--- src/rtl/process_image_map.vh ---
// constants for the fieldbus process image
`ifndef PROCESS_IMAGE_MAP_VH
`define PROCESS_IMAGE_MAP_VH
// ==========================================
// sizes
`define STATUS_BITS        96
`define ONOFF_BITS         64
`define RCD_BITS           16
`define CODE_BITS          16
`define LOG_ENTRIES        10
`define ENTRY_WORDS        15
`define NAME_WORDS         6
// ==========================================
// word offsets within an entry
`define W_TIME_LO          4'h0
`define W_TIME_HI          4'h1
`define W_LEN_LO           4'h2
`define W_LEN_HI           4'h3
`define W_NAME0            4'h4
`define W_ERR              4'ha
`define W_ADV              4'hb
`define W_INDEX            4'hc
`define W_RSV0             4'hd
`define W_RSV1             4'he
// ==========================================
// timing
`define CLK_HZ             50000000
`define SECOND_CYCLES      (`CLK_HZ / 1)
// last divider count of one second, sized to the 26-bit divider
`define SECOND_LAST        26'h2fa_f07f
`define CODE_SCALE         16'h0064
`endif

--- src/rtl/fault_entry_reg.v ---
// one fault log entry store with shift-in
`timescale 1ns/100ps
`default_nettype none
`include "process_image_map.vh"
module fault_entry_reg (
	input  wire         ref_clk,
	input  wire         reset_n,
	input  wire         load,
	input  wire [31:0]  time_in,
	input  wire [3:0]   len_in,
	input  wire [95:0]  name_in,
	input  wire [15:0]  err_in,
	input  wire [15:0]  adv_in,
	input  wire [15:0]  index_in,
	output reg  [31:0]  time_reg,
	output reg  [3:0]   len_reg,
	output reg  [95:0]  name_reg,
	output reg  [15:0]  err_reg,
	output reg  [15:0]  adv_reg,
	output reg  [15:0]  index_reg
);
	always @(posedge ref_clk or negedge reset_n) begin
		if (!reset_n) begin
			time_reg  <= 32'h0000_0000;
			len_reg   <= 4'h0;
			name_reg  <= 96'h0000_0000_0000_0000_0000_0000;
			err_reg   <= 16'h0000;
			adv_reg   <= 16'h0000;
			index_reg <= 16'h0000;
		end else if (load) begin
			time_reg  <= time_in;
			len_reg   <= len_in;
			name_reg  <= name_in;
			err_reg   <= err_in;
			adv_reg   <= adv_in;
			index_reg <= index_in;
		end
	end
endmodule // fault_entry_reg
`default_nettype wire

--- src/rtl/fieldbus_process_image.v ---
// cyclic process image between safety logic and fieldbus controller
`timescale 1ns/100ps
`default_nettype none
`include "process_image_map.vh"
module fieldbus_process_image (
	input  wire         ref_clk,
	input  wire         reset_n,
	input  wire         exchange_tick,
	input  wire [95:0]  output_status_in,
	input  wire [63:0]  onoff_bytes_in,
	input  wire [15:0]  rcd_bytes_in,
	input  wire [15:0]  actuation_code_in,
	input  wire         rcd_sequence_active,
	input  wire [15:0]  rcd_feedback_in,
	input  wire [15:0]  code_feedback_in,
	input  wire         fault_log_enable,
	input  wire         fault_valid,
	input  wire [7:0]   fault_err_code,
	input  wire [7:0]   fault_adv_code,
	input  wire [3:0]   fault_name_len,
	input  wire [95:0]  fault_name,
	input  wire [3:0]   log_entry_sel,
	input  wire [3:0]   log_word_sel,
	output reg  [95:0]  output_status_image,
	output reg  [63:0]  onoff_mute_enable_bits,
	output reg  [15:0]  virtual_reset_cancel_delay_bits,
	output reg  [15:0]  actuation_code,
	output reg  [15:0]  rcd_feedback_image,
	output reg  [15:0]  code_feedback_image,
	output reg  [31:0]  seconds_since_power_up,
	output reg  [15:0]  log_word
);
	// ==========================================
	// seconds since power-up
	reg  [25:0] sec_div_reg;
	wire        sec_tick;
	assign sec_tick = (sec_div_reg == `SECOND_LAST);
	always @(posedge ref_clk or negedge reset_n) begin
		if (!reset_n) begin
			sec_div_reg <= 26'h000_0000;
		end else begin
			sec_div_reg <= sec_tick ? 26'h000_0000 : sec_div_reg + 26'h000_0001;
		end
	end
	// the count wraps only after about 136 years of uptime
	always @(posedge ref_clk or negedge reset_n) begin
		if (!reset_n) begin
			seconds_since_power_up <= 32'h0000_0000;
		end else if (sec_tick) begin
			seconds_since_power_up <= seconds_since_power_up + 32'h0000_0001;
		end
	end

	// ==========================================
	// cyclic exchange: inputs refreshed, outputs latched at one boundary
	// bit n of each vector sits in byte n/8, bit n%8, so byte order falls out of the packing
	always @(posedge ref_clk or negedge reset_n) begin
		if (!reset_n) begin
			output_status_image <= 96'h0000_0000_0000_0000_0000_0000;
		end else if (exchange_tick) begin
			output_status_image <= output_status_in;
		end
	end
	// controller-written on/off and mute enable slot
	always @(posedge ref_clk or negedge reset_n) begin
		if (!reset_n) begin
			onoff_mute_enable_bits <= 64'h0000_0000_0000_0000;
		end else if (exchange_tick) begin
			onoff_mute_enable_bits <= onoff_bytes_in;
		end
	end
	// request bits and code only pass while a sequence runs, so stale writes act on nothing
	always @(posedge ref_clk or negedge reset_n) begin
		if (!reset_n) begin
			virtual_reset_cancel_delay_bits <= 16'h0000;
			actuation_code                  <= 16'h0000;
		end else if (exchange_tick) begin
			virtual_reset_cancel_delay_bits <= rcd_sequence_active ? rcd_bytes_in : 16'h0000;
			actuation_code                  <= rcd_sequence_active ? actuation_code_in : 16'h0000;
		end
	end
	// feedback slots
	always @(posedge ref_clk or negedge reset_n) begin
		if (!reset_n) begin
			rcd_feedback_image  <= 16'h0000;
			code_feedback_image <= 16'h0000;
		end else if (exchange_tick) begin
			rcd_feedback_image  <= rcd_feedback_in;
			code_feedback_image <= code_feedback_in;
		end
	end

	// ==========================================
	// new entry fields
	wire [15:0] err_w;
	wire [15:0] adv_w;
	wire [15:0] index_w;
	wire [95:0] name_mask;
	wire [3:0]  len_w;
	assign err_w   = {8'h00, fault_err_code};
	assign adv_w   = {8'h00, fault_adv_code};
	// minor part below 100 keeps its two-digit zero padding automatically
	wire [31:0] index_full;
	assign index_full = err_w * `CODE_SCALE + adv_w;
	assign index_w    = index_full[15:0];
	assign len_w   = (fault_name_len > 4'hc) ? 4'hc : fault_name_len;
	genvar c;
	generate
		for (c = 0; c < 12; c = c + 1) begin : g_mask
			assign name_mask[c*8 +: 8] = (c < len_w) ? 8'hff : 8'h00;
		end
	endgenerate
	// ==========================================
	// log chain: entry 0 newest, entry 9 oldest; oldest falls off
	wire        push;
	wire [31:0] t_d   [0:`LOG_ENTRIES-1];
	wire [3:0]  l_d   [0:`LOG_ENTRIES-1];
	wire [95:0] n_d   [0:`LOG_ENTRIES-1];
	wire [15:0] e_d   [0:`LOG_ENTRIES-1];
	wire [15:0] a_d   [0:`LOG_ENTRIES-1];
	wire [15:0] i_d   [0:`LOG_ENTRIES-1];
	wire [31:0] t_q   [0:`LOG_ENTRIES-1];
	wire [3:0]  l_q   [0:`LOG_ENTRIES-1];
	wire [95:0] n_q   [0:`LOG_ENTRIES-1];
	wire [15:0] e_q   [0:`LOG_ENTRIES-1];
	wire [15:0] a_q   [0:`LOG_ENTRIES-1];
	wire [15:0] i_q   [0:`LOG_ENTRIES-1];
	assign push = fault_log_enable & fault_valid;
	// all entries load on the same push, so the shift takes one cycle whatever the depth
	genvar k;
	generate
		for (k = 0; k < `LOG_ENTRIES; k = k + 1) begin : g_entry
			if (k == 0) begin : g_head
				assign t_d[k] = seconds_since_power_up;
				assign l_d[k] = len_w;
				assign n_d[k] = fault_name & name_mask;
				assign e_d[k] = err_w;
				assign a_d[k] = adv_w;
				assign i_d[k] = index_w;
			end else begin : g_tail
				assign t_d[k] = t_q[k-1];
				assign l_d[k] = l_q[k-1];
				assign n_d[k] = n_q[k-1];
				assign e_d[k] = e_q[k-1];
				assign a_d[k] = a_q[k-1];
				assign i_d[k] = i_q[k-1];
			end
			fault_entry_reg u_entry (
				.ref_clk   (ref_clk),
				.reset_n   (reset_n),
				.load      (push),
				.time_in   (t_d[k]),
				.len_in    (l_d[k]),
				.name_in   (n_d[k]),
				.err_in    (e_d[k]),
				.adv_in    (a_d[k]),
				.index_in  (i_d[k]),
				.time_reg  (t_q[k]),
				.len_reg   (l_q[k]),
				.name_reg  (n_q[k]),
				.err_reg   (e_q[k]),
				.adv_reg   (a_q[k]),
				.index_reg (i_q[k])
			);
		end
	endgenerate

	// ==========================================
	// log read port: entry_sel 0 is entry one (newest)
	reg        sel_ok;
	reg [3:0]  ent;
	reg [31:0] sel_time;
	reg [3:0]  sel_len;
	reg [95:0] sel_name;
	reg [15:0] sel_err;
	reg [15:0] sel_adv;
	reg [15:0] sel_index;
	reg [15:0] word_next;
	// out-of-range selects fall back to entry one so the index never leaves the array
	always @* begin
		sel_ok    = fault_log_enable && (log_entry_sel < 4'ha);
		ent       = sel_ok ? log_entry_sel : 4'h0;
		sel_time  = t_q[ent];
		sel_len   = l_q[ent];
		sel_name  = n_q[ent];
		sel_err   = e_q[ent];
		sel_adv   = a_q[ent];
		sel_index = i_q[ent];
	end
	always @* begin
		word_next = 16'h0000;
		if (sel_ok) begin
			case (log_word_sel)
				`W_TIME_LO: word_next = sel_time[15:0];
				`W_TIME_HI: word_next = sel_time[31:16];
				`W_LEN_LO:  word_next = {12'h000, sel_len};
				`W_LEN_HI:  word_next = 16'h0000;
				4'h4:       word_next = sel_name[15:0];
				4'h5:       word_next = sel_name[31:16];
				4'h6:       word_next = sel_name[47:32];
				4'h7:       word_next = sel_name[63:48];
				4'h8:       word_next = sel_name[79:64];
				4'h9:       word_next = sel_name[95:80];
				`W_ERR:     word_next = sel_err;
				`W_ADV:     word_next = sel_adv;
				`W_INDEX:   word_next = sel_index;
				default:    word_next = 16'h0000;
			endcase
		end
	end
	always @(posedge ref_clk or negedge reset_n) begin
		if (!reset_n)
			log_word <= 16'h0000;
		else
			log_word <= word_next;
	end
endmodule // fieldbus_process_image
`default_nettype wire

--- config.mk ---
export PLATFORM = sky130hd
export DESIGN_NAME = fieldbus_process_image
export DESIGN_NICKNAME = d
export VERILOG_FILES = /design/src/rtl/fault_entry_reg.v /design/src/rtl/fieldbus_process_image.v
export VERILOG_INCLUDE_DIRS = /design/src /design/src/rtl
export SDC_FILE = /design/constraint.sdc
export NUM_CORES = 2
export LEC_CHECK = 0
export BUFFER_PORTS_ARGS = -buffer_cell sky130_fd_sc_hd__clkbuf_2
export CAP_MARGIN = 20
export CORE_UTILIZATION = 45
export CTS_CLUSTER_DIAMETER = 100
export DETAILED_ROUTE_END_ITERATION = 10
export PLACE_DENSITY_LB_ADDON = 0.3
export SKIP_CTS_REPAIR_TIMING = 1
export SYNTH_ARGS = -nofsm -noshare
export SYNTH_HDL_FRONTEND = slang
export SYNTH_SLANG_ARGS = --single-unit
export TNS_END_PERCENT = 20
--- constraint.sdc ---
create_clock -name ref_clk -period 7.2 [get_ports ref_clk]
set_clock_uncertainty 0.2 [all_clocks]
set_input_delay 1.08 -clock ref_clk [delete_from_list [all_inputs] [get_ports ref_clk]]
set_output_delay 1.08 -clock ref_clk [all_outputs]
set_load 0.01 [all_outputs]
; Yosys cells after proc, flatten, opt, wreduce, memory -nomap -nowiden
; Cells that the tools add are included.
[totals]
word_cells = 142
input_bits = 354
latchBits = 0
n_memories = 0
mem_bits_ro = 0
out_inout_bits = 272
mem_bits_rw = 0
ff_bits = 1938
[classes]
n_div = 0
addsub = 3
mux = 37
eq_ne = 12
shifts = 0
n_lt_le_gt_ge = 15
n_mul = 1
bitwise_logic = 3
reduce_logical = 2
[op_table]
columns = op, n
row1 = $bmux 96 s4, 1
row2 = $bmux 16 s4, 3
row3 = $mux 96, 2
row4 = $pmux 16 s12, 1
row5 = $mux 16, 9
row6 = $bmux 32 s4, 1
row7 = $and 96x96->96, 1
row8 = $mux 8, 12
row9 = $mux 32, 2
row10 = $add 32x1->32 const B, 1
row11 = $add 26x1->26 const B, 1
row12 = $eq 26x26->1 const B, 1
row13 = $mux 26, 1
row14 = $eq 4x4->1 const B, 5
row15 = $add 15x8->16, 1
row16 = $bmux 4 s4, 1
row17 = $eq 4x3->1 const B, 4
row18 = $lt 3x4->1 const A, 4
row19 = $lt 4x4->1 const A, 4
row20 = $mux 4, 4
row21 = $mul 8x5->13 const B, 1
row22 = $lt 1x4->1 const A, 2
row23 = $lt 2x4->1 const A, 2
row24 = $ge 5x5->1 const B, 1
row25 = 8 further kinds, 8

; Logic depth before layout (Yosys ltp)
[logic_depth]
word_depth = 9
mapped_depth = 14
depth_no_buf = 14

; Cells and area by module
; A second synthesis with hierarchy kept.
[hier_totals]
cells_unflattened = 7054
area_unflattened_um2 = 98031.5
[by_module_without_submodules]
columns = module, area_per_inst_um2, cells_per_inst, seq_area_each_um2, instances
row1 = fault_entry_reg, 7081.8, 380, 4504.3, 10
row2 = fieldbus_process_image, 27213.6, 3254, 7457.2, 1

; Worst setup path after synthesis
; OpenSTA, ideal clock, no wires.
[synth_path]
path_type = in2reg
start = input port fault_err_code[2]
end = register g_entry[0].u_entry.index_reg[14]
setup_time_ns = 0.083
required_ns = 6.917
t_arrival_ns = 3.845
path_stages = 12
path_buffers = 0
setup_slack_ns = 3.072
path_cell_list = ha_1 ha_1 fa_1 ha_1 nor2b_1 o31a_1 o21a_1 o21a_1 nor4_1 nand3_1 xor2_1 o21ai_0
[synth_between]
elab_chain_len = 2
[synth_lines]
columns = element, line_no
row1 = "start, declared", fieldbus_process_image.v:18  ; input wire [7:0] fault_err_code,
row2 = $mul 8x5->13 (no line), n/a
row3 = $add 15x8->16, fieldbus_process_image.v:104  ; assign index_full = err_w * `CODE_SCALE + adv_w;
row4 = "end signal, assigned", fault_entry_reg.v:36  ; index_reg <= index_in;
row5 = "end, declared", fault_entry_reg.v:20  ; output reg [15:0] index_reg
; Every way passes these cells.
; A chain may end at the register's enable or synchronous reset.

; Final worst setup path
[layout_path]
start = input port fault_log_enable
end = register log_word[4]
[layout_between]
elab_chain_len = 8
word_cells_on_any_way = 20
cone_classes = mux: 18 / bitwise: 1 / reduce/logical: 1
[layout_lines]
columns = element, line_no
row1 = "start, declared", fieldbus_process_image.v:16  ; input wire fault_log_enable,
row2 = $logic_and 1x1->1 (*), fieldbus_process_image.v:181  ; sel_ok = fault_log_enable && (log_entry_sel < 4'ha);
row3 = $mux 4, fieldbus_process_image.v:182  ; ent = sel_ok ? log_entry_sel : 4'h0;
row4 = $not 4->5 (not written as such), n/a
row5 = $bmux 16 s4 (tied with other cells), fieldbus_process_image.v:188  ; sel_index = i_q[ent];
row6 = $mux 16 (not written as such) (tied with other cells) (2 in series), fieldbus_process_image.v:188
row7 = $pmux 16 s12, fieldbus_process_image.v:193  ; case (log_word_sel)
row8 = $mux 16 (*), fieldbus_process_image.v:192  ; if (sel_ok) begin
row9 = named net word_next[4], fieldbus_process_image.v:178  ; reg [15:0] word_next;
row10 = "end signal, assigned", fieldbus_process_image.v:215  ; log_word <= word_next;
row11 = "end, declared", fieldbus_process_image.v:31  ; output reg [15:0] log_word
; The timed path passes the listed nets; every way through them passes the cells marked *. The select of a mux whose other input is x is not followed.

==> summary.md <==
| Metric | Value |
|---|---|
| CP Cell Sequence | clkbuf_2 > nor3b_4 > nand2_1 > buf_12 > nand2_1 > buf_4 > o22ai_1 > nor4_1 > a41oi_1 > a41o_1 |
| Most common cell after layout, fill and taps aside | nand2_1 |
| Netlist cell types | between 70 and 80 |
| H-tree depth | 4 |
| Largest stage delay on the critical path | approximately 0.66 ns |
| RSZ-0062 raised after global routing | no |
| Most used DFF post-synth | dfrtp_1 |
| Vias in the first global route | 67800 |
| Combinational power share | about an eighth |
| Worst-Skew Late Latency | roughly 0.86 ns |
| Core box area | about 0.19 mm² |
| Initial Util | a little under half |
| Sequential fraction of the synthesis area | 56.5% |
| Power Internal | 0.0197 W |
| Initial antenna violation count | 12 |
| Clock slew at reported path FFs | about 0.060 ns |
| Die Wd | about 440 µm |
| Fin. max-slew vios | 0 |
| Flop pwr share | 49.5% |
| Peak VDD IR | ~0.21 mV |
| Clock share of power | 38.6% |
| Layout cell share with drive strength beyond 1 | between 10% and 20% |
| Net switching power | a little under 0.008 W |
| Max reg flops | 960 |
| PortBufs | 625 |
| Root Driver | clkbuf_16 |
| Slowest cell on crit path | nor4_1 |
| Relative slew slack | between 10% and 20% |
| Power Density | about 280 mW/mm² |
| Final setup viols | 0 |
| Final #Nets | just over 10000 |
| Slew @ Worst Pin | roughly 1.3 ns |
| CP startpoint kind | primary input |
| Area grow syn2layout | 14.4% |
| Synthesized area | between 0.08 and 0.09 mm² |
| EDFF count, synth | 0 |
| Crit-path leading delay family | simple AND/OR/NAND/NOR gates |
| CTS Buffer Depth | 3 |
| Crit-path max FO | 23 |
| Post-route design area | just under 0.1 mm² |
| Mapped Cells | 9543 |
| Synth Net Count | 9937 |
| Final hold vios | 0 |
| Yosys reg bits | between 1500 and 2000 |
| CP Class | primary input to flip-flop |
| Gpl congestion | ~0.94 |
| DR pass1 iterations | 8 |
| Clk sink count | 1918 |
| Most frequent cells in the layout | nand2_1 (4939), dfrtp_1 (1918), clkbuf_2 (623) |
| Total wire length | just under 300 mm |
| Syn. warnings | 0 |
| Fmax | roughly 0.22 GHz |
| Vias/cell | 5.65 |
| Largest net degree at the start of global routing | ~220 |
| Placed Area | between 0.09 and 0.1 mm² |
| Async SR Flop Fraction | 100% |
| CP Buf/Inv Count | 3 |
| WL/cell | ~23 µm |
| Fin crit share | between 60 and 70% |
| CP Data Arrival Time | 5.14 ns |
| Setup WS pre-CTS | 1.91 ns |
| I/O Pins | around 630 |
| HPWL Detailed | roughly 200 mm |
| Full die area | around 0.19 mm² |
| Status | complete, no violations |
| Pleak | roughly 50 nW |
| Vias | just over 70000 |
| Worst Slack Setup Final | 2.59 ns |
| Crit end category | flip-flop |
| DRT antenna net count | 0 |
| Grt ovf | 0 |
| Max-Cap Viols | 0 |
| First-pass GRT wire length | roughly 440 mm |
| Switching share of power | between 20 and 30% |
| Num rows | between 150 and 200 |
| Most frequent CP cell | nand2_1 |
| Syn_area_per_cell | between 8 and 9 µm² |
| Die height | 437 µm |
| CP required | 7.73 ns |
| Worst Hold Class | primary input to flip-flop |
| 1st-iter DRT viols | roughly 8500 |
| CTS tree | done |
| Min Tclk post-route | 4.61 ns |
| Setup TNS | 0 ns |
| Gr usage total | between 30% and 40% |
| Worst Hold Slack | 0.229 ns |
| Number of remaining DRC errors | 0 |
| Num CTS Buffers | between 150 and 200 |
[per-layer routing]
| layer | share of wire, % | GRT usage [%] | vias to the layer above |
|---|---|---|---|
| met5 | 0.014 | 0 | - |
| met4 | 7.2 | 19.3 | 6 |
| met3 | 8.5 | 5.73 | 650 |
| met2 | 45 | 45.1 | 3295 |
| met1 | 40 | 40.1 | 34900 |
| li1 | - | - | 32100 |
[worst register-to-register path: stages, from the launching register on]
cell      delay [ns]
dfrtp_1         0.41
mux2_2          0.28
a222oi_1        0.54
o22ai_1         0.16
nor4_1          0.57
a41oi_1         0.59
a41o_1          0.41
[stage by stage]
stage	cells	power [W]	utilization, %
CTS	12600	0.0277	51.8
detailed placement	12200	0.0171	48.2
finish	12600	0.0276	51.9
global placement	12200	0.0170	48.2
floorplan	9543	0.0153	-
global route	12600	0.0287	51.9
[cell families (layout without fill, tap and decap cells)]
family | count (synthesis) | in the layout | synth area share (%)
buffers and inverters | 672 | 1197 | 3.19
adder cells (fa/ha/maj) | 40 | 40 | 0.624
flip-flops | 1918 | 1918 | 56.5
XOR/XNOR | 69 | 69 | 0.711
AO/OA/AOI/OAI | 1005 | 1005 | 8.39
AND/OR/NAND/NOR | 5327 | 5327 | 24.3
multiplexers | 512 | 512 | 6.34
other | 0 | 5 | 0
[cell type report]
type	instances	area, µm²
sequential	1918	48000
timing repair buffer	785	4800
fill	16900	90300
multi-input combinational	6953	34400
antenna	5	12.5
clock buffer	306	6020
inverter	51	196
clock inverter	55	741
tap	2495	3120
[power by group through the flow]
stage	clock network, W	logic, W	registers (W)
floorplan	0	0.00208	0.0133
global placement	0	0.00319	0.0138
detailed placement	0	0.00329	0.0138
CTS	0.0108	0.00331	0.0136
global route	0.0112	0.00371	0.0138
finish	0.0107	0.00330	0.0137
[Yosys cell counts, types with 31 or more instances]
master / n / area share [%]
a22oi_1: 113 / 1.0
clkbuf_1: 465 / 2.1
a211oi_1: 100 / 0.88
a21oi_1: 154 / 0.91
nand2_1: 4948 / 22
xnor2_1: 34 / 0.35
buf_1: 38 / 0.17
nor4_1: 76 / 0.56
dfrtp_1: 1918 / 56
xor2_1: 35 / 0.36
o22ai_1: 144 / 1.1
mux2i_1: 299 / 3.5
ha_1: 36 / 0.53
nand3_1: 94 / 0.55
nor2_1: 85 / 0.38
o21ai_0: 101 / 0.59
a221oi_1: 145 / 1.5
inv_1: 50 / 0.22
a22o_1: 95 / 0.98
buf_2: 106 / 0.62
nand4_1: 31 / 0.23
mux2_2: 212 / 2.8
a31oi_1: 40 / 0.29
[final timing paths]
check	startpoint	end	slack (ns)	depth (start not counted)
max	fault_log_enable	log_word[4]	2.59	10
min	fault_name[68]	g_entry[0].u_entry.name_reg[68]	0.23	2
max reg2reg	g_entry[3].u_entry.adv_reg[4]	log_word[4]	3.95	6
min reg2reg	g_entry[9].u_entry.name_reg[74]	g_entry[9].u_entry.name_reg[74]	0.27	2
max in group asynchronous	reset_n	g_entry[6].u_entry.name_reg[42]	4.22	4
min in group asynchronous	reset_n	onoff_mute_enable_bits[63]	0.56	2
No activity file was read; power rests on OpenSTA's default activity.
